**config.mk**
```make
export PLATFORM = sky130hd
export DESIGN_NAME = oms_mode_select
export DESIGN_NICKNAME = d
export VERILOG_FILES = /design/src/core/oms_pkg.sv /design/src/core/oms_sp_if.sv /design/src/core/oms_setpoint_calc.sv /design/src/core/oms_mode_select.sv
export SDC_FILE = /design/constraint.sdc
export NUM_CORES = 1
export LEC_CHECK = 0
export ABC_AREA = 1
export BUFFER_PORTS_ARGS = -buffer_cell sky130_fd_sc_hd__buf_2
export CAP_MARGIN = 20
export CORE_MARGIN = 1
export CORE_UTILIZATION = 50
export CTS_CLUSTER_SIZE = 30
export DETAILED_ROUTE_END_ITERATION = 16
export GPL_TIMING_DRIVEN = 1
export HOLD_SLACK_MARGIN = 0.03
export MAX_ROUTING_LAYER = met4
export PLACE_DENSITY_LB_ADDON = 0.25
export SLEW_MARGIN = 20
export SYNTH_ARGS = -nofsm -noshare
export SYNTH_HDL_FRONTEND = slang
export SYNTH_SLANG_ARGS = --single-unit
```
**constraint.sdc**
```tcl
create_clock -name clk_sys -period 9 [get_ports clk_sys]
set_input_delay 1.35 -clock clk_sys [delete_from_list [all_inputs] [get_ports clk_sys]]
set_output_delay 1.35 -clock clk_sys [all_outputs]
set_load 0.02 [all_outputs]
```
**src/core/oms_pkg.sv**
```systemverilog
// package: offsets, fields, reset values, modes and timing of the mode selector
package oms_pkg;
  // register port widths
  localparam int OMS_AW = 4;
  localparam int OMS_DW = 16;
  // register offsets, one word each
  localparam logic [3:0] OMS_A_CTRL      = 4'h0;
  localparam logic [3:0] OMS_A_BASE      = 4'h1;
  localparam logic [3:0] OMS_A_OFFS      = 4'h2;
  localparam logic [3:0] OMS_A_STBY_RED  = 4'h3;
  localparam logic [3:0] OMS_A_NIGHT_RED = 4'h4;
  localparam logic [3:0] OMS_A_FROST_SP  = 4'h5;
  localparam logic [3:0] OMS_A_DEAD_ZONE = 4'h6;
  localparam logic [3:0] OMS_A_STBY_INC  = 4'h7;
  localparam logic [3:0] OMS_A_NIGHT_INC = 4'h8;
  localparam logic [3:0] OMS_A_HEAT_SP   = 4'h9;
  localparam logic [3:0] OMS_A_EXT_TIME  = 4'ha;
  localparam logic [3:0] OMS_A_STATUS    = 4'hb;
  localparam logic [3:0] OMS_A_SETPT     = 4'hc;
  localparam int         OMS_NCFG        = 11;
  // control fields
  localparam int OMS_CTRL_OLD  = 0;
  localparam int OMS_CTRL_PBTN = 1;
  localparam int OMS_CTRL_COOL = 2;
  // status fields
  localparam int OMS_ST_MODE = 0;
  localparam int OMS_ST_PRES = 2;
  localparam int OMS_ST_WIN  = 3;
  localparam int OMS_ST_EXT  = 4;
  // reset values, temperatures in 0.01 K
  localparam logic [15:0] OMS_RST_CTRL      = 16'h0000;
  localparam logic [15:0] OMS_RST_BASE      = 16'h0834;
  localparam logic [15:0] OMS_RST_STBY_RED  = 16'h00c8;
  localparam logic [15:0] OMS_RST_NIGHT_RED = 16'h0190;
  localparam logic [15:0] OMS_RST_FROST_SP  = 16'h02bc;
  localparam logic [15:0] OMS_RST_DEAD_ZONE = 16'h00c8;
  localparam logic [15:0] OMS_RST_STBY_INC  = 16'h00c8;
  localparam logic [15:0] OMS_RST_NIGHT_INC = 16'h0190;
  localparam logic [15:0] OMS_RST_HEAT_SP   = 16'h0dac;
  localparam logic [15:0] OMS_RST_EXT_TIME  = 16'h0e10;
  // operating modes, gray order comfort-standby-night-frost
  typedef enum logic [1:0] {
    MODE_COMFORT = 2'h0,
    MODE_STANDBY = 2'h1,
    MODE_NIGHT   = 2'h3,
    MODE_FROST   = 2'h2
  } oms_mode_t;
  // one second tick for the comfort extension
  localparam longint OMS_CLK_NS   = 10;
  localparam longint OMS_SEC_NS   = 1000000000;
  localparam int     OMS_TICK_CYC = int'(OMS_SEC_NS / OMS_CLK_NS);
  localparam int     OMS_TICK_W   = 27;
  // reset value of a configuration word by index
  function automatic logic [15:0] oms_cfg_rst(input logic [3:0] idx);
    if (idx == OMS_A_BASE)           return OMS_RST_BASE;
    else if (idx == OMS_A_STBY_RED)  return OMS_RST_STBY_RED;
    else if (idx == OMS_A_NIGHT_RED) return OMS_RST_NIGHT_RED;
    else if (idx == OMS_A_FROST_SP)  return OMS_RST_FROST_SP;
    else if (idx == OMS_A_DEAD_ZONE) return OMS_RST_DEAD_ZONE;
    else if (idx == OMS_A_STBY_INC)  return OMS_RST_STBY_INC;
    else if (idx == OMS_A_NIGHT_INC) return OMS_RST_NIGHT_INC;
    else if (idx == OMS_A_HEAT_SP)   return OMS_RST_HEAT_SP;
    else if (idx == OMS_A_EXT_TIME)  return OMS_RST_EXT_TIME;
    else                             return OMS_RST_CTRL;
  endfunction
endpackage

```
**src/core/oms_sp_if.sv**
```systemverilog
// interface: mode and set point terms between selector and calculator
`timescale 1ns/10ps
`default_nettype none
interface oms_sp_if;
  import oms_pkg::*;
  logic               cool;
  oms_mode_t          mode;
  logic signed [15:0] base;
  logic signed [15:0] offset;
  logic signed [15:0] stby_red;
  logic signed [15:0] night_red;
  logic signed [15:0] frost_sp;
  logic signed [15:0] dead_zone;
  logic signed [15:0] stby_inc;
  logic signed [15:0] night_inc;
  logic signed [15:0] heat_sp;
  logic signed [15:0] setpoint;
  // selector side
  modport ctl (output cool, mode, base, offset, stby_red, night_red, frost_sp,
               output dead_zone, stby_inc, night_inc, heat_sp, input setpoint);
  // calculator side
  modport calc (input cool, mode, base, offset, stby_red, night_red, frost_sp,
                input dead_zone, stby_inc, night_inc, heat_sp, output setpoint);
endinterface
`default_nettype wire

```
**src/core/oms_setpoint_calc.sv**
```systemverilog
// current set point from mode, heating or cooling and configured terms
`timescale 1ns/10ps
`default_nettype none
module oms_setpoint_calc (
  // clock and reset
  input wire logic clk_sys,
  input wire logic arst_n,
  // terms in, set point out
  oms_sp_if.calc   sp
);
  import oms_pkg::*;

  logic signed [15:0] setpoint_ff;
  logic signed [15:0] nxt_setpoint;
  logic signed [15:0] rel_sp;

  ////////////////////////////////////////////////////////////////////////////
  // offset always on the base, never on the last result
  assign rel_sp = sp.base + sp.offset;

  // per mode selection of the set point
  always_comb begin
    nxt_setpoint = rel_sp;
    if (sp.mode == MODE_FROST) begin
      nxt_setpoint = sp.cool ? sp.heat_sp : sp.frost_sp;
    end else if (sp.cool) begin
      nxt_setpoint = rel_sp + sp.dead_zone;
      if (sp.mode == MODE_STANDBY) begin
        nxt_setpoint = rel_sp + sp.dead_zone + sp.stby_inc;
      end else if (sp.mode == MODE_NIGHT) begin
        nxt_setpoint = rel_sp + sp.dead_zone + sp.night_inc;
      end
    end else if (sp.mode == MODE_STANDBY) begin
      nxt_setpoint = rel_sp - sp.stby_red;
    end else if (sp.mode == MODE_NIGHT) begin
      nxt_setpoint = rel_sp - sp.night_red;
    end
  end

  // registered result
  always_ff @(posedge clk_sys or negedge arst_n) begin
    if (!arst_n) begin
      setpoint_ff <= 16'sh0000;
    end else begin
      setpoint_ff <= nxt_setpoint;
    end
  end

  assign sp.setpoint = setpoint_ff;

  ////////////////////////////////////////////////////////////////////////////
  heat_comfort_sp_a: assert property (@(posedge clk_sys) disable iff (!arst_n)
    (!sp.cool && sp.mode == MODE_COMFORT) |=>
      sp.setpoint == $past(sp.base) + $past(sp.offset))
    else $error("heating comfort set point wrong");
  heat_standby_sp_a: assert property (@(posedge clk_sys) disable iff (!arst_n)
    (!sp.cool && sp.mode == MODE_STANDBY) |=>
      sp.setpoint == $past(sp.base) + $past(sp.offset) - $past(sp.stby_red))
    else $error("heating standby set point wrong");
  frost_sp_a: assert property (@(posedge clk_sys) disable iff (!arst_n)
    (!sp.cool && sp.mode == MODE_FROST && $stable(sp.frost_sp)) |=>
      sp.setpoint == sp.frost_sp)
    else $error("frost set point not the configured one");
  cool_comfort_sp_a: assert property (@(posedge clk_sys) disable iff (!arst_n)
    (sp.cool && sp.mode == MODE_COMFORT) |=>
      sp.setpoint == $past(sp.base) + $past(sp.offset) + $past(sp.dead_zone))
    else $error("cooling comfort set point wrong");
  heat_night_sp_a: assert property (@(posedge clk_sys) disable iff (!arst_n)
    (!sp.cool && sp.mode == MODE_NIGHT) |=>
      sp.setpoint == $past(sp.base) + $past(sp.offset) - $past(sp.night_red))
    else $error("heating night set point wrong");
endmodule
`default_nettype wire

```
**src/core/oms_mode_select.sv**
```systemverilog
// operating mode selection with presence handling and set point output
//
// Contract
// - preset, manual, scene; latest request wins, preset before manual before scene in one cycle
// - new scheme: open window frost overrides every other source; the old scheme ignores the window
// - presence button: new preset adopted, presence cleared
// - preset equal to pre-presence mode ignored
// - presence from night/frost ends after extension
// - presence from standby: comfort, no time limit
// - configuration picks new or old input scheme
// - new scheme: window 1 forces frost
// - new scheme: presence 1 gives comfort
// - new scheme: otherwise preset is the mode
// - old scheme: frost first, then comfort
// - old scheme: night object selects night, else standby
// - old frost object shared; window close clears frost
// - heating comfort: base plus offset
// - heating standby: base plus offset minus reduction
// - frost mode uses configured protection set point
// - offset applies to base, never accumulates
// - cooling comfort: base plus offset plus dead zone
`timescale 1ns/10ps
`default_nettype none
module oms_mode_select #(
  parameter int unsigned TICK_CYC = oms_pkg::OMS_TICK_CYC
) (
  // clock and reset
  input  wire logic                          clk_sys,
  input  wire logic                          arst_n,
  // register port
  input  wire logic [oms_pkg::OMS_AW-1:0]    reg_addr,
  input  wire logic [oms_pkg::OMS_DW-1:0]    reg_wdata,
  input  wire logic                          reg_wr,
  input  wire logic                          reg_rd,
  output var  logic [oms_pkg::OMS_DW-1:0]    reg_rdata,
  // new scheme objects
  input  wire logic                          preset_stb,
  input  wire oms_pkg::oms_mode_t            preset_mode,
  input  wire logic                          presence_stb,
  input  wire logic                          presence_val,
  input  wire logic                          window_open,
  // local keys and scenes
  input  wire logic                          manual_stb,
  input  wire oms_pkg::oms_mode_t            manual_mode,
  input  wire logic                          scene_stb,
  input  wire oms_pkg::oms_mode_t            scene_mode,
  // old scheme objects
  input  wire logic                          old_night,
  input  wire logic                          old_comfort,
  input  wire logic                          old_frost,
  // results
  output var  oms_pkg::oms_mode_t            cur_mode,
  output var  logic signed [15:0]            cur_setpoint,
  output var  logic                          presence_on
);
  import oms_pkg::*;

  ////////////////////////////////////////////////////////////////////////////
  // configuration words
  logic [15:0]           cfg_ff [0:OMS_NCFG-1];
  logic [OMS_DW-1:0]     rdata_ff;
  logic [OMS_DW-1:0]     nxt_rdata;
  // mode state
  oms_mode_t             mode_ff;
  oms_mode_t             nxt_mode;
  oms_mode_t             sel_mode_ff;
  oms_mode_t             pre_mode_ff;
  logic                  presence_ff;
  logic                  preset_ignore;
  logic                  preset_take;
  logic                  pbtn_clear;
  logic                  pres_rise;
  // comfort extension timer
  logic [OMS_TICK_W-1:0] tick_cnt_ff;
  logic                  tick;
  logic                  ext_run_ff;
  logic [15:0]           ext_cnt_ff;
  logic                  ext_expire;
  // set point calculator link
  oms_sp_if              sp_bus ();

  // configuration fields in use
  logic                  cfg_old;
  logic                  cfg_pbtn;
  logic                  cfg_cool;

  assign cfg_old  = cfg_ff[OMS_A_CTRL][OMS_CTRL_OLD];
  assign cfg_pbtn = cfg_ff[OMS_A_CTRL][OMS_CTRL_PBTN];
  assign cfg_cool = cfg_ff[OMS_A_CTRL][OMS_CTRL_COOL];

  // night and frost start the comfort extension when presence is set
  function automatic logic mode_is_long(input oms_mode_t m);
    return (m == MODE_NIGHT) || (m == MODE_FROST);
  endfunction

  ////////////////////////////////////////////////////////////////////////////
  // register writes
  always_ff @(posedge clk_sys or negedge arst_n) begin
    if (!arst_n) begin
      for (int i = 0; i < OMS_NCFG; i++) begin
        cfg_ff[i] <= oms_cfg_rst(4'(i));
      end
    end else if (reg_wr && (reg_addr < 4'(OMS_NCFG))) begin
      cfg_ff[reg_addr] <= reg_wdata;
    end
  end

  // read decode, unmapped reads zero
  always_comb begin
    nxt_rdata = 16'h0000;
    if (!reg_rd) begin
      nxt_rdata = 16'h0000;
    end else if (reg_addr < 4'(OMS_NCFG)) begin
      nxt_rdata = cfg_ff[reg_addr];
    end else if (reg_addr == OMS_A_STATUS) begin
      nxt_rdata[OMS_ST_MODE +: 2] = mode_ff;
      nxt_rdata[OMS_ST_PRES]      = presence_ff;
      nxt_rdata[OMS_ST_WIN]       = window_open;
      nxt_rdata[OMS_ST_EXT]       = ext_run_ff;
    end else if (reg_addr == OMS_A_SETPT) begin
      nxt_rdata = sp_bus.setpoint;
    end
  end

  // read data for one cycle only
  always_ff @(posedge clk_sys or negedge arst_n) begin
    if (!arst_n) begin
      rdata_ff <= 16'h0000;
    end else begin
      rdata_ff <= nxt_rdata;
    end
  end

  ////////////////////////////////////////////////////////////////////////////
  // preset arbitration against presence
  assign preset_ignore = presence_ff && (preset_mode == pre_mode_ff);
  assign preset_take   = preset_stb && !preset_ignore;
  assign pbtn_clear    = cfg_pbtn && presence_ff && preset_take;
  assign pres_rise     = presence_stb && presence_val && !presence_ff;

  // requested mode, the newest request of three sources; preset before manual before scene in one cycle
  always_ff @(posedge clk_sys or negedge arst_n) begin
    if (!arst_n) begin
      sel_mode_ff <= MODE_COMFORT;
    end else if (preset_take) begin
      sel_mode_ff <= preset_mode;
    end else if (manual_stb) begin
      sel_mode_ff <= manual_mode;
    end else if (scene_stb) begin
      sel_mode_ff <= scene_mode;
    end
  end

  // presence flag, a set wins over any clear in the same cycle
  always_ff @(posedge clk_sys or negedge arst_n) begin
    if (!arst_n) begin
      presence_ff <= 1'b0;
    end else if (presence_stb && presence_val) begin
      presence_ff <= 1'b1;
    end else if (presence_stb) begin
      presence_ff <= 1'b0;
    end else if (pbtn_clear) begin
      presence_ff <= 1'b0;
    end else if (ext_expire) begin
      presence_ff <= 1'b0;
    end
  end

  // requested mode at the moment presence was set
  always_ff @(posedge clk_sys or negedge arst_n) begin
    if (!arst_n) begin
      pre_mode_ff <= MODE_COMFORT;
    end else if (pres_rise) begin
      pre_mode_ff <= sel_mode_ff;
    end
  end

  ////////////////////////////////////////////////////////////////////////////
  // one second tick
  assign tick = (tick_cnt_ff == OMS_TICK_W'(TICK_CYC - 1));

  always_ff @(posedge clk_sys or negedge arst_n) begin
    if (!arst_n) begin
      tick_cnt_ff <= '0;
    end else if (tick) begin
      tick_cnt_ff <= '0;
    end else begin
      tick_cnt_ff <= tick_cnt_ff + 1'b1;
    end
  end

  // comfort extension, seconds from the extension time word
  assign ext_expire = ext_run_ff && tick && (ext_cnt_ff <= 16'h0001);

  always_ff @(posedge clk_sys or negedge arst_n) begin
    if (!arst_n) begin
      ext_run_ff <= 1'b0;
      ext_cnt_ff <= 16'h0000;
    end else if (pres_rise) begin
      ext_run_ff <= mode_is_long(sel_mode_ff);
      ext_cnt_ff <= cfg_ff[OMS_A_EXT_TIME];
    end else if (!presence_ff || ext_expire) begin
      ext_run_ff <= 1'b0;
    end else if (ext_run_ff && tick) begin
      ext_cnt_ff <= ext_cnt_ff - 16'h0001;
    end
  end

  ////////////////////////////////////////////////////////////////////////////
  // current mode from the selected input scheme
  always_comb begin
    nxt_mode = sel_mode_ff;
    if (cfg_old) begin
      if (old_frost) begin
        nxt_mode = MODE_FROST;
      end else if (old_comfort) begin
        nxt_mode = MODE_COMFORT;
      end else if (old_night) begin
        nxt_mode = MODE_NIGHT;
      end else begin
        nxt_mode = MODE_STANDBY;
      end
    end else if (window_open) begin
      nxt_mode = MODE_FROST;
    end else if (presence_ff) begin
      nxt_mode = MODE_COMFORT;
    end else begin
      nxt_mode = sel_mode_ff;
    end
  end

  // two-bit mode register
  always_ff @(posedge clk_sys or negedge arst_n) begin
    if (!arst_n) begin
      mode_ff <= MODE_COMFORT;
    end else begin
      mode_ff <= nxt_mode;
    end
  end

  ////////////////////////////////////////////////////////////////////////////
  // terms for the set point calculator
  assign sp_bus.cool      = cfg_cool;
  assign sp_bus.mode      = mode_ff;
  assign sp_bus.base      = $signed(cfg_ff[OMS_A_BASE]);
  assign sp_bus.offset    = $signed(cfg_ff[OMS_A_OFFS]);
  assign sp_bus.stby_red  = $signed(cfg_ff[OMS_A_STBY_RED]);
  assign sp_bus.night_red = $signed(cfg_ff[OMS_A_NIGHT_RED]);
  assign sp_bus.frost_sp  = $signed(cfg_ff[OMS_A_FROST_SP]);
  assign sp_bus.dead_zone = $signed(cfg_ff[OMS_A_DEAD_ZONE]);
  assign sp_bus.stby_inc  = $signed(cfg_ff[OMS_A_STBY_INC]);
  assign sp_bus.night_inc = $signed(cfg_ff[OMS_A_NIGHT_INC]);
  assign sp_bus.heat_sp   = $signed(cfg_ff[OMS_A_HEAT_SP]);

  // set point arithmetic
  oms_setpoint_calc u_calc (
    .clk_sys (clk_sys),
    .arst_n  (arst_n),
    .sp      (sp_bus.calc)
  );

  // outputs, all from flip-flops
  assign reg_rdata    = rdata_ff;
  assign cur_mode     = mode_ff;
  assign cur_setpoint = sp_bus.setpoint;
  assign presence_on  = presence_ff;

  ////////////////////////////////////////////////////////////////////////////
  // latest request wins
  manual_latest_a: assert property (@(posedge clk_sys) disable iff (!arst_n)
    (manual_stb && !preset_stb) |=> sel_mode_ff == $past(manual_mode))
    else $error("manual request not taken");

  // open window held two cycles forces frost in the next cycle
  window_frost_a: assert property (@(posedge clk_sys) disable iff (!arst_n)
    (!cfg_old && window_open) [*2] |=> cur_mode == MODE_FROST [*1])
    else $error("open window did not force frost");

  // presence button adopts the new preset
  pbtn_adopt_a: assert property (@(posedge clk_sys) disable iff (!arst_n)
    (cfg_pbtn && presence_ff && preset_stb && !presence_stb
      && preset_mode != pre_mode_ff)
    |=> !presence_ff && sel_mode_ff == $past(preset_mode))
    else $error("presence button did not adopt preset");

  // repeated old preset is ignored
  preset_repeat_a: assert property (@(posedge clk_sys) disable iff (!arst_n)
    (presence_ff && preset_stb && preset_mode == pre_mode_ff
      && !presence_stb && !ext_expire)
    |=> presence_ff && $stable(pre_mode_ff))
    else $error("repeated preset changed presence");

  // extension end clears presence
  ext_expire_a: assert property (@(posedge clk_sys) disable iff (!arst_n)
    (ext_expire && !presence_stb) |=> !presence_ff ##1
      (cur_mode == $past(sel_mode_ff) || $past(cfg_old) || $past(window_open)))
    else $error("extension end did not clear presence");

  // night or frost presence loads the extension
  ext_start_a: assert property (@(posedge clk_sys) disable iff (!arst_n)
    (pres_rise && mode_is_long(sel_mode_ff))
    |=> ext_run_ff && ext_cnt_ff == $past(cfg_ff[OMS_A_EXT_TIME]))
    else $error("extension not started");

  // presence object set wins over any clear
  presence_set_a: assert property (@(posedge clk_sys) disable iff (!arst_n)
    (presence_stb && presence_val) |=> presence_on)
    else $error("presence object not taken");

  // standby presence starts no timer
  standby_no_timer_a: assert property (@(posedge clk_sys) disable iff (!arst_n)
    (pres_rise && sel_mode_ff == MODE_STANDBY) |=> !ext_run_ff)
    else $error("timer started from standby");

  // new scheme presence gives comfort
  presence_comfort_a: assert property (@(posedge clk_sys) disable iff (!arst_n)
    (!cfg_old && !window_open && presence_ff) |=> cur_mode == MODE_COMFORT)
    else $error("presence did not give comfort");

  // new scheme preset passes straight through
  preset_direct_a: assert property (@(posedge clk_sys) disable iff (!arst_n)
    (!cfg_old && !window_open && !presence_ff) |=> cur_mode == $past(sel_mode_ff))
    else $error("preset not used as mode");

  // old frost object beats every other old object
  old_frost_a: assert property (@(posedge clk_sys) disable iff (!arst_n)
    (cfg_old && old_frost) |=> cur_mode == MODE_FROST)
    else $error("old frost object ignored");

  // old scheme priority
  old_scheme_a: assert property (@(posedge clk_sys) disable iff (!arst_n)
    (cfg_old && !old_frost && old_comfort) |=> cur_mode == MODE_COMFORT)
    else $error("old comfort object ignored");
  old_night_a: assert property (@(posedge clk_sys) disable iff (!arst_n)
    (cfg_old && !old_frost && !old_comfort)
    |=> cur_mode == ($past(old_night) ? MODE_NIGHT : MODE_STANDBY))
    else $error("old night or standby wrong");

  // frost from the shared object ends with it
  old_frost_clear_a: assert property (@(posedge clk_sys) disable iff (!arst_n)
    (cfg_old && $past(cfg_old) && $fell(old_frost)) |-> ##0 cur_mode == MODE_FROST ##1
      cur_mode != MODE_FROST)
    else $error("frost kept after shared object cleared");
endmodule
`default_nettype wire

```
* Word level (Yosys, flattened, before mapping)
Index checks and enable logic that the tools add are counted.
Widths: inputs -> output; s select.
** Storage, ports and cells
- Flip-flop bits (word level) :: 259
- Input bits :: 39
- Output and inout bits :: 35
** Cells by class
- Add/subtract/negate cells :: 8
- Order comparisons :: 4
- Equal/unequal tests :: 10
- Multiplexer cells :: 37
- Bitwise operators :: 1
- Reductions and logical operators :: 19
** Operator list (number)
- $mux 16 :: 16
- $bwmux 176 :: 1
- $add 16x16->16 :: 4
- $bmux 16 s4 :: 1
- $demux 16 s4 :: 1
- $sub 16x16->16 :: 2
- $add 27x1->27 const B :: 1
- $eq 27x27->1 const B :: 1
- $mux 27 :: 1
- $mux 2 :: 9
- $le 16x1->1 const B :: 1
- $sub 16x1->16 const B :: 1
- $mux 11 :: 1
- $logic_and 1x1->1 :: 10
- $eq 2x2->1 const B :: 4
- $eq 4x4->1 const B :: 2
- $mux 1 :: 6
- $ge 5x5->1 const B :: 1
- $lt 5x1->1 const B :: 1
- $mux 5 :: 1
- $not 4->5 :: 1
- $lt 4x4->1 const B :: 1
- $reduce_bool 2->1 :: 2
- $reduce_bool 4->1 :: 1
- other kinds (7) :: 9

* Longest topological paths before layout
Gate-level depths: netlist of the first run.
- Depth in word-level cells :: 8
- Depth in mapped cells :: 33
- Gate-level depth less buffers :: 33

* By module
Synthesis of the first run repeated with hierarchy kept, for this count alone.
** Unflattened totals
- Cell total of the unflattened synthesis :: 2427
- Area, all modules :: 17553.1 sq um
** Modules (own cells, without submodules)
- oms_mode_select :: times used 1, cells each 1504, area each 11852.6 sq um, seq. area each 6125.9 sq um
- oms_setpoint_calc :: times used 1, cells each 923, area each 5700.5 sq um, seq. area each 400.4 sq um

* Least setup slack after synthesis of the first run
No wires, ideal clock.
- Path kind :: flip-flop to flip-flop
- From :: reg cfg_ff, in the netlist sp_bus.offset[0]
- To :: reg u_calc.setpoint_ff[15], in the netlist u_calc.sp.setpoint[15]
- Library setup time :: 0.120 ns
- Data arrival time :: 4.168 ns
- Required time :: 8.880 ns
- Path slack :: 4.711 ns
- Cell stages (with the launch flop) :: 34
- Cell sequence :: dfrtp_1 -> ha_1 -> fa_1 -> nand3_1 -> nand2_1 -> nand3_1 -> nand2_1 -> nand3_1 -> nand2_1 -> xor2_1 -> ha_1 -> nand2_1 -> inv_1 -> a21boi_0 -> nand2_1 -> a21boi_0 -> xor2_1 -> inv_1 -> ha_1 -> a21o_1 -> nand3_1 -> nand2_1 -> a21oi_1 -> nand2_1 -> nand2_1 -> nand3_1 -> inv_1 -> nand3_1 -> nand3_1 -> nand2_1 -> inv_1 -> nand2_1 -> nand3_1 -> nand2_1
** On the way
- Longest elaborated chain between the ends :: 7
** Ends and longest elaborated chain
- from (decl) :: line oms_mode_select.sv:60 : logic [15:0] cfg_ff [0:OMS_NCFG-1];
- from (signal, indexed assignment) :: line oms_mode_select.sv:101 : cfg_ff[i] <= oms_cfg_rst(4'(i));
- from (signal, indexed assignment) :: line oms_mode_select.sv:104 : cfg_ff[reg_addr] <= reg_wdata;
- $add 16x16->16 (*) :: line oms_setpoint_calc.sv:19 : assign rel_sp = sp.base + sp.offset;
- $add 16x16->16 :: line oms_setpoint_calc.sv:27, oms_setpoint_calc.sv:29, oms_setpoint_calc.sv:31
- $add 16x16->16 :: line oms_setpoint_calc.sv:31 : nxt_setpoint = rel_sp + sp.dead_zone + sp.night_inc;
- $mux 16 :: line oms_setpoint_calc.sv:30 : end else if (sp.mode == MODE_NIGHT) begin
- $mux 16 :: line oms_setpoint_calc.sv:28 : if (sp.mode == MODE_STANDBY) begin
- $mux 16 (*) :: line oms_setpoint_calc.sv:26 : end else if (sp.cool) begin
- $mux 16 (*) :: line oms_setpoint_calc.sv:24 : if (sp.mode == MODE_FROST) begin
- named net u_calc.nxt_setpoint[15] :: line oms_setpoint_calc.sv:14 : logic signed [15:0] nxt_setpoint;
- to (signal assigned) :: line oms_setpoint_calc.sv:45 : setpoint_ff <= nxt_setpoint;
- to (decl) :: line oms_setpoint_calc.sv:13 : logic signed [15:0] setpoint_ff;
The timed path passes the listed nets; every way through them passes the cells marked *.
A chain may end at the register's enable or synchronous reset.

* Worst setup path in the final report of the first run
Ends and elaborated chain as after synthesis.

==> key figures, run 1 <==
Layout
  • Nets: 2402
  • Commonest cells after routing, fill and taps aside: nand2_1 (532), o21ai_0 (282), inv_1 (273)
  • Fraction of layout cells with a size suffix above 1: 9.28%
  • Register area: 0.00653 mm^2
  • Final Util: 56.6%
  • Filler cells: 3089
  • Synth-to-Final Area Change: 10.4%
  • ANT cells: 0
  • Area of the multi-input gates: 0.00895 mm^2
  • Commonest non-fill, non-tap cell in the layout: nand2_1

Synthesis
  • YS warnings: 0
  • Top_reg_cell synth: dfrtp_1
  • #FFs+latches synth: 259
  • Mapped Cells: 2220
  • Post-synth EDFFs: 0
  • Sequential share of the synthesized area: 38.8%
  • Net count after synthesis: 2360
  • Post-synthesis instance area: 0.0168 mm^2
  • Asr flop ratio synth: 100%
  • Synth cell types: 54
  • Avg Synthesized Cell Area: 7.57 um^2

Power and ir drop
  • Clk pwr share: 16.2%
  • Tot Pwr: 7230 uW
  • VDD IR-drop max: 0.253 mV
  • Int Power: 3660 uW
  • Register share of total power: 22.9%
  • Sw Pwr: 3570 uW
  • PD cells: 390 mW/mm^2
  • Combinational power share: 60.9%
  • Sw Share: 49.3%
  • Leakage power: 0.00900 uW

Clock tree
  • CTS sink count: 259
  • Root buffer selected by CTS: clkbuf_16
  • CTS buffer count: 29
  • CTS tree: built
  • H-tree Lvls: 1
  • Worst skew pair latency: 580 ps
  • Clock edge transition at the registers on the reported setup and hold paths: 60 ps
  • Hold Buf Count CTS: 0
  • Clk buf depth: 3
  • Gates resized, CTS repair: 0
  • Setup Buffers After CTS: 0

STA
  • Final Hold Vio Count: 0
  • Final period util: 56.7%
  • RSZ-0062 raised after global routing: no
  • Max Slew Vio Count: 0
  • Fmax: 196 MHz
  • Fin crit period: 5100 ps
  • Clock Skew: 12.3 ps
  • # setup viols final: 0
  • Setup TNS: 0 ps
  • Normalized max-slew margin: 32.7%
  • Setup ws final: 3900 ps
  • Slew at the pin closest to its max-slew limit: 1010 ps

Job
  • Maxcap violations: 0

Floorplanning
  • Die X: 185 um
  • Core area: 0.0328 mm^2
  • DIE AREA: 0.0344 mm^2
  • DIE HEIGHT: 185 um
  • # IOs: 74
  • # rows: 66
  • Initial Utilization: 51.3%

Critical path
  • Register-to-Register Path Depth: 33
  • Crit Path Category: reg -> reg
  • Reg2reg start: sp_bus.offset[0]
  • CP Data Required Time: 9460 ps
  • Worst setup EP type: flip-flop
  • Data arrival time of the worst path: 5560 ps
  • Worst path slowest cell: fa_1
  • R2r endpoint: u_calc.sp.setpoint[15]
  • Max FO, Critical Path: 4
  • R2R Setup Slk: 3900 ps
  • CP max stage delay: 420 ps
  • CP startpoint kind: flip-flop
  • Most frequent CP cell: nand2_1

Global routing
  • Largest net degree at the start of global routing: 144
  • Gr ovfl total: 0
  • First-pass GRT wire length: 84.3 mm
  • GRT Total Usage: 33.0%
  • Initial antenna violation count: 1
  • Vias in the first global route: 15104

Route
  • Vias per cell: 5.76
  • DRT Pass-1 Iters: 6
  • Drt wl/cell: 19.7 um
  • DRT iter0 DRCs: 1331
  • Via count: 15695
  • Total routed wirelength: 53.8 mm
  • Routed Antenna Nets: 0
  • Residual DRC: 0

Place
  • Routability cong.: 1.02
  • Pre-CTS setup slack: 3970 ps
  • Final HPWL DP: 39.9 mm
  • Port bufs: 73

Status
  • Status: completed

Hold path
  • Worst hold path type: reg -> reg
  • Worst hold path startpoint: tick_cnt_ff[0]
  • Hold Path End: tick_cnt_ff[0]
  • Hold depth: 1
==> registers in the layout, summed over array words and instances (netlist names), 2 cells and up <==
| signal | flops |
|---|---|
| sp_bus.night_inc | 16 |
| sp_bus.base | 16 |
| sp_bus.heat_sp | 16 |
| sp_bus.frost_sp | 16 |
| sp_bus.offset | 16 |
| sp_bus.night_red | 16 |
| u_calc.sp.setpoint | 16 |
| reg_rdata | 16 |
| cur_mode | 2 |
| sp_bus.stby_red | 16 |
| tick_cnt_ff | 27 |
| ext_cnt_ff | 16 |
| sel_mode_ff | 2 |
| sp_bus.stby_inc | 16 |
| sp_bus.dead_zone | 16 |
| pre_mode_ff | 2 |
| cfg_ff | 31 |
==> power by group through the flow <==
stage / sequential (uW) / clock, uW / combinational, uW
2_1_floorplan: 1660 / 0 / 3160
3_3_place_gp: 1660 / 0 / 4280
3_5_place_dp: 1670 / 0 / 4290
4_1_cts: 1650 / 1190 / 4320
5_1_grt: 1690 / 1230 / 4930
6_report: 1660 / 1170 / 4410
==> cells by family (layout without fill, tap and decap cells) <==
family                   after synthesis  in the layout  share of synthesized area (%)
AND/OR/NAND/NOR                      820            820                           20.5
AO/OA/AOI/OAI                        618            618                           21.6
buffers and inverters                361            426                           8.17
flip-flops                           259            259                           38.8
adder cells (fa/ha/maj)              101            101                           7.79
XOR/XNOR                              61             61                           3.18
==> layer usage <==
| layer | track usage [%] | wire length (um) | vias up |
|---|---|---|---|
| met5 | - | 0 | - |
| met3 | 4.88 | 3560 | 112 |
| met4 | 14.2 | 2380 | 0 |
| met1 | 43.2 | 23700 | 7413 |
| met2 | 51.0 | 24100 | 578 |
| li1 | - | - | 7592 |
==> worst max-delay path by stage <==
stage                     depth (start not counted)                      to              from
after floorplan                                  33  u_calc.sp.setpoint[15]  sp_bus.offset[0]
after global placement                           33  u_calc.sp.setpoint[15]  sp_bus.offset[0]
after detailed placement                         33  u_calc.sp.setpoint[15]  sp_bus.offset[0]
after CTS                                        33  u_calc.sp.setpoint[15]  sp_bus.offset[0]
after global routing                             33  u_calc.sp.setpoint[15]  sp_bus.offset[0]
final                                            33  u_calc.sp.setpoint[15]  sp_bus.offset[0]
==> layout make-up <==
| class | instances | area share (%) |
|---|---|---|
| multi-input combinational | 1600 | 48.2 |
| sequential | 259 | 35.2 |
| inverter | 281 | 5.68 |
| clock buffer | 46 | 4.74 |
| tap | 442 | 2.98 |
| timing repair buffer | 91 | 2.88 |
| clock inverter | 8 | 0.337 |
==> worst max-delay path: cells and delay by family, from the launching register on <==
| kind | cells | cell delay [ps] |
|---|---|---|
| AND/OR/NAND/NOR | 19 | 1550 |
| adder cells (fa/ha/maj) | 4 | 1340 |
| AO/OA/AOI/OAI | 4 | 800 |
| XOR/XNOR | 2 | 570 |
| flip-flops | 1 | 390 |
| buffers and inverters | 4 | 310 |
==> Yosys cell counts (3+ instances only) <==
cell type / count / area [um^2]
a21boi_0: 8 / 60.1
a21o_1: 14 / 105
a21oi_1: 138 / 691
a221oi_1: 7 / 61.3
a22oi_1: 46 / 345
a31oi_1: 14 / 87.6
a41oi_1: 11 / 96.3
buf_1: 7 / 26.3
clkbuf_1: 69 / 259
clkinv_1: 4 / 15.0
dfrtp_1: 223 / 5580
dfstp_2: 36 / 946
fa_1: 6 / 120
ha_1: 95 / 1190
inv_1: 273 / 1020
inv_2: 4 / 15.0
nand2_1: 533 / 2000
nand2_2: 3 / 18.8
nand3_1: 108 / 541
nand3b_1: 3 / 22.5
nand4_1: 29 / 181
nor2_1: 99 / 372
nor2_2: 4 / 25.0
nor3_1: 17 / 85.1
nor4_1: 4 / 25.0
o2111ai_1: 5 / 43.8
o211ai_1: 6 / 45.0
o21a_1: 17 / 128
o21ai_0: 282 / 1410
o21ai_1: 6 / 30.0
o21ai_2: 5 / 43.8
o21bai_1: 9 / 67.6
o221ai_1: 21 / 184
o22ai_1: 17 / 106
o31ai_1: 8 / 60.1
or2_2: 5 / 31.3
xnor2_1: 15 / 131
xor2_1: 46 / 403
==> stage by stage <==
stage,instances,cell area [um^2],hold slack [ps]
finish,2727,18600,461
global route,2727,18600,484
CTS,2726,18500,464
detailed placement,2672,17600,456
global placement,2671,17600,454
floorplan,2220,16800,433
Note: power is estimated with default switching activity, not from simulation.
==> run 2, diff against run 1 <==
clock period = 5.2 ns   (was 9 ns; I/O delays follow)
==> run 2 against run 1 <==
Compared with the run above:
- die area unchanged
- clock power up 100%
- power is 82% higher
- combinational power grew 79%
- largest cell class unchanged
- largest power group unchanged
- highest routed layer unchanged
==> key figures, run 2 (same netlist as run 1, synthesis figures left out) <==
Status
  • Status: completed

Layout
  • Fraction of layout cells with a size suffix above 1: 10.4%
  • Register area: 0.00653 mm^2
  • Commonest cells after routing, fill and taps aside: nand2_1 (531), o21ai_0 (282), inv_1 (273)
  • Filler cells: 3122
  • Commonest non-fill, non-tap cell in the layout: nand2_1
  • Synth-to-Final Area Change: 12.1%
  • Area of the multi-input gates: 0.00900 mm^2
  • Nets: 2414
  • Most flops, register: cfg_ff
  • ANT cells: 0
  • Largest regs: cfg_ff x31, tick_cnt_ff x27
  • Largest register FFs: 31

Floorplanning
  • DIE HEIGHT: 185 um
  • Die X: 185 um
  • Initial Utilization: 51.3%
  • DIE AREA: 0.0344 mm^2
  • # IOs: 74
  • # rows: 66
  • Core area: 0.0328 mm^2

Route
  • Total routed wirelength: 56.2 mm
  • Vias per cell: 5.86
  • DRT Pass-1 Iters: 5
  • Via count: 16056
  • Residual DRC: 0
  • Routed Antenna Nets: 0
  • DRT iter0 DRCs: 1418
  • Drt wl/cell: 20.5 um

Critical path
  • Crit Path Category: reg -> reg
  • CP Launch Point: sp_bus.offset[0]
  • Reg2reg start: sp_bus.offset[0]
  • Register-to-Register Path Depth: 25
  • Worst setup EP type: flip-flop
  • CP startpoint kind: flip-flop
  • Max FO, Critical Path: 6
  • CP Data Required Time: 5670 ps
  • R2r endpoint: u_calc.sp.setpoint[12]
  • R2R Setup Slk: 260 ps
  • Data arrival time of the worst path: 5410 ps

Global routing
  • GRT Total Usage: 34.1%
  • Gr ovfl total: 0
  • Largest net degree at the start of global routing: 95
  • Initial antenna violation count: 0
  • First-pass GRT wire length: 86.9 mm
  • Vias in the first global route: 15627

Hold path
  • Worst hold path type: in -> async

STA
  • # setup viols final: 0
  • Clock Skew: 12.4 ps
  • Fin crit period: 4940 ps
  • Fmax: 202 MHz
  • Max Slew Vio Count: 0
  • Slew at the pin closest to its max-slew limit: 1070 ps
  • Normalized max-slew margin: 28.5%
  • Final period util: 95.0%
  • Setup TNS: 0 ps
  • Final Hold Vio Count: 0

Clock tree
  • CTS sink count: 259
  • Worst skew pair latency: 600 ps
  • Clk buf depth: 3
  • Root buffer selected by CTS: clkbuf_16
  • H-tree Lvls: 1
  • CTS buffer count: 30
  • Setup Buffers After CTS: 0
  • Clock edge transition at the registers on the reported setup and hold paths: 70 ps
  • CTS tree: built

Power and ir drop
  • Sw Pwr: 6430 uW
  • PD cells: 696 mW/mm^2
  • Sw Share: 49.0%
  • Combinational power share: 60.1%
  • Clk pwr share: 18.0%
  • Register share of total power: 21.9%
  • Tot Pwr: 13100 uW
  • Int Power: 6700 uW
  • VDD IR-drop max: 0.416 mV
  • Leakage power: 0.00914 uW

Place
  • Final HPWL DP: 41.0 mm
  • Routability cong.: 1.02
  • Port bufs: 73

Job
  • Maxcap violations: 0
==> run 2: cell types whose count changed in the layout (fill, tap and decap cells not counted), sizes merged <==
cell and change:
inv -1, bufinv +6, buf +11, clkinv +4, clkbuf -7
==> run 2: worst max-delay path, cell delays in order, from the launching register on <==
cell      delay (ps)
dfrtp_1          400
ha_1             240
fa_1             410
nand3_1           90
nand2_1           90
nand3_1           90
nand2_1          180
xor2_1           270
ha_1             330
nand2_1          100
inv_1             50
a21oi_1          130
nand2_1          170
xor2_1           380
ha_1             380
a21oi_1          240
o21ai_0          180
o21bai_1         240
nand2_1           90
nand2_1           60
xor2_1           140
or2_2            270
nand3_1           80
nand2_1           70
nand2_1           60
nand2_1           50
==> run 2: cell type report <==
| class | count | area share, % |
|---|---|---|
| Multi-Input combinational cell | 1600 | 47.8 |
| Sequential cell | 259 | 34.6 |
| Inverter | 281 | 5.60 |
| Clock buffer | 39 | 4.43 |
| Timing Repair Buffer | 102 | 3.21 |
| Tap cell | 442 | 2.93 |
| Clock inverter | 17 | 1.44 |
==> run 2: stage by stage <==
stage / utilization, % / instance area, um^2 / instances / setup WS, ps / hold slack (ps)
after floorplan: - / 16800 / 2220 / 911 / 433
after global placement: 53.9 / 17700 / 2684 / 374 / 451
after detailed placement: 53.9 / 17700 / 2684 / 222 / 465
after CTS: 57.3 / 18800 / 2740 / 169 / 233
after global routing: 57.5 / 18800 / 2740 / -0.208 / 277
final: 57.5 / 18800 / 2740 / 261 / 218
==> run 2: repair_timing <==
item	4_1_cts	5_1_grt
hold buffers	0	0
resized for setup	0	13
endpoints found under the setup margin	0	3
==> run 2: routing by layer <==
metal / track usage [%] / wire length, um
met4: 15.3 / 2740
met3: 4.19 / 3510
met2: 53.1 / 25300
met1: 44.3 / 24600
met5: - / 0
==> run 2: power by group through the flow <==
stage                     logic [uW]  clock network [uW]  registers [uW]
final                           7890                2360            2870
after global routing            8760                2470            2920
after floorplan                 5470                   0            2870
after global placement          7550                   0            2880
after detailed placement        7590                   0            2890
after CTS                       7650                2390            2870
==> run 2: worst max path at each step <==
stage | endpoint | slack [ps] | cells past startpoint
after floorplan | u_calc.sp.setpoint[15] | 910 | 33
after global placement | u_calc.sp.setpoint[15] | 370 | 33
after detailed placement | u_calc.sp.setpoint[15] | 220 | 33
after CTS | u_calc.sp.setpoint[15] | 170 | 33
after global routing | u_calc.sp.setpoint[15] | -0.2 | 25
final | u_calc.sp.setpoint[12] | 260 | 25
==> run 3, diff against run 2 <==
ABC_AREA = 0   (was 1)
ABC_CLOCK_PERIOD_IN_PS = 5200   (was default)
==> run 3 against run 2 <==
Compared with the run above:
- the flow now finishes with violations (setup timing)
- clock skew grew 1.7 ps
- combinational power up 33%
- power grew 18%
- worst hold slack got worse by 2.9 ps
- global-route usage fell by 4.8 points
- via count fell by 16%
- wire length is 14% lower
- flip-flop and latch count unchanged
- cell count fell by 19%
- setup slack got worse by 270 ps
- largest power group unchanged
==> key figures, run 3 <==
STA
  • Setup ws final: -4.78 ps
  • Slew at the pin closest to its max-slew limit: 1020 ps
  • Final period util: 100%
  • RSZ-0062 raised after global routing: yes
  • Final Hold Vio Count: 0
  • Max Slew Vio Count: 0
  • Final hold slack: 215 ps
  • Fin crit period: 5200 ps
  • # setup viols final: 1
  • Clock Skew: 14.1 ps
  • Normalized max-slew margin: 31.8%
  • Fmax: 192 MHz

Hold path
  • Worst hold path type: in -> async

Clock tree
  • CTS buffer count: 29
  • H-tree Lvls: 1
  • Clk buf depth: 3
  • Root buffer selected by CTS: clkbuf_16
  • CTS sink count: 259
  • CTS tree: built
  • Clock edge transition at the registers on the reported setup and hold paths: 60 ps
  • Worst skew pair latency: 560 ps

Floorplanning
  • # IOs: 74
  • DIE AREA: 0.0344 mm^2
  • Initial Utilization: 51.3%
  • Core area: 0.0328 mm^2
  • DIE HEIGHT: 185 um
  • # rows: 66
  • Die X: 185 um

Critical path
  • CP startpoint kind: flip-flop
  • Register-to-Register Path Depth: 24
  • CP Launch Point: sp_bus.offset[0]
  • Max FO, Critical Path: 4
  • Worst setup endpoint: u_calc.sp.setpoint[15]
  • Crit Path Category: reg -> reg
  • Worst setup EP type: flip-flop
  • Reg2reg start: sp_bus.offset[0]
  • R2R Setup Slk: -5 ps
  • R2r endpoint: u_calc.sp.setpoint[15]
  • CP Data Required Time: 5670 ps
  • Data arrival time of the worst path: 5680 ps

Status
  • Failing checks: setup timing
  • Status: finished with violations

Layout
  • Synth-to-Final Area Change: 15.6%
  • Commonest cells after routing, fill and taps aside: dfrtp_1 (223), mux2_2 (150), nand2_1 (142)
  • Nets: 1882
  • Commonest non-fill, non-tap cell in the layout: dfrtp_1
  • Fraction of layout cells with a size suffix above 1: 30.2%
  • Most flops, register: cfg_ff
  • Largest register FFs: 31
  • Final Util: 59.3%
  • Largest regs: cfg_ff x31, tick_cnt_ff x27

Synthesis
  • Avg Synthesized Cell Area: 10.4 um^2
  • Synth area leaders: dfrtp_1 (33%), mux2_2 (10%), mux4_2 (7.1%)
  • Synth cell types: 82
  • Synth top cells by count: dfrtp_1 (223), mux2_2 (150), nand2_1 (145)
  • Top-area cell type share of the netlist area: 33.2%
  • Cell taking the most area after synthesis: dfrtp_1
  • Top_reg_cell synth: dfrtp_1
  • Most common cell in the netlist: dfrtp_1
  • #FFs+latches synth: 259
  • YS warnings: 0
  • Post-synthesis instance area: 0.0168 mm^2
  • Asr flop ratio synth: 100%
  • Sequential share of the synthesized area: 38.8%
  • Mapped Cells: 1618
  • Net count after synthesis: 1758
  • Post-synth EDFFs: 0

Global routing
  • GRT Total Usage: 29.3%
  • Gr ovfl total: 0
  • Vias in the first global route: 13173
  • Largest net degree at the start of global routing: 125
  • First-pass GRT wire length: 74.5 mm
  • Initial antenna violation count: 1

Power and ir drop
  • PD cells: 798 mW/mm^2
  • Leakage power: 0.00867 uW
  • VDD IR-drop max: 0.422 mV

Route
  • Routed Antenna Nets: 0
  • Met1 wire length: 21.3 mm
  • Total routed wirelength: 48.1 mm
  • Top Layer Used: met4
  • DRT iter0 DRCs: 1094
  • Residual DRC: 0
  • Via count: 13446
  • DRT Pass-1 Iters: 5
  • WL met3: 3.44 mm
  • Met2 wire length: 22.1 mm
  • Drt wl/cell: 21.8 um
  • Vias per cell: 6.09

Job
  • Maxcap violations: 0

Place
  • Routability cong.: 0.955
  • Port bufs: 73
  • Final HPWL DP: 35.8 mm
-- run 3: worst min-delay path by stage --
stage                      end  slack, ps  cells after the start
2_1_floorplan   tick_cnt_ff[4]        450                      1
3_3_place_gp    tick_cnt_ff[0]        470                      1
3_5_place_dp    tick_cnt_ff[0]        470                      1
4_1_cts        tick_cnt_ff[10]        250                      1
5_1_grt        tick_cnt_ff[14]        260                      1
6_report       tick_cnt_ff[13]        220                      1
-- run 3: metrics by stage --
stage               power (uW)  worst slack [ps]  TNS [ps]  cell area (um^2)  std cells
finish                   15500             -4.78     -4.78             19400       2207
global route             16600              -209      -554             19400       2207
CTS                      14800              2.92         0             19200       2202
detailed placement       12400              -382     -1080             18100       2147
global placement         12200              -256      -473             18100       2146
floorplan                 9490              33.7         0             16800       1618
-- run 3: critical path, cell delays in order, from the launching register on --
cell,delay (ps)
dfrtp_1,380
ha_2,210
fa_2,360
a21o_1,200
a21oi_2,170
o21bai_1,110
a21oi_2,230
o21bai_1,130
a21oi_2,190
xnor2_2,160
ha_1,280
and2_4,150
a221o_1,360
o2111ai_2,140
nand2_2,100
xor2_2,200
ha_1,330
buf_6,120
nand2_2,50
o41ai_2,320
a21oi_2,130
xnor2_2,180
a211oi_2,60
or3_1,420
o221ai_2,140
-- run 3: power breakdown --
group / leakage [uW] / switching [uW] / total, uW / internal (uW)
combinational: 0.00504 / 5480 / 10500 / 5060
clock: 0.000474 / 861 / 2070 / 1210
sequential: 0.00316 / 401 / 2910 / 2510
total: 0.00867 / 6740 / 15500 / 8770
-- run 3: kinds of logic after synthesis --
group                      after synthesis  synth area share [%]
and+or+nand+nor                        422                  12.1
AOI/OAI and AO/OA                      361                  13.9
DFF                                    259                  38.8
muxes                                  230                  18.7
buffers and inverters                  140                  3.19
xor gates and xnor gates               105                  5.55
adders and majority gates              101                  7.78
-- run 3: area by class of cell --
class | count | area [um^2]
antenna | 1 | 2.50
clock buffer | 39 | 823
clock inverter | 14 | 136
fill | 2794 | 13300
inverter | 68 | 255
multi-input combinational | 1219 | 10100
sequential | 259 | 6530
tap | 442 | 553
timing repair buffer | 165 | 1080
-- run 3: per-layer routing --
metal  track usage [%]  vias up
met2              45.9      488
met3              3.76       86
met5                 -        -
li1                  -     6160
met1              40.1     6712
met4              7.60        0
-- run 3: what timing repair did --
action,in CTS,in global routing
hold buffers,0,0
endpoints found under the setup margin,6,6
resized for setup,16,38
pin swaps,9,35
cloned,0,0
setup buffers,2,4
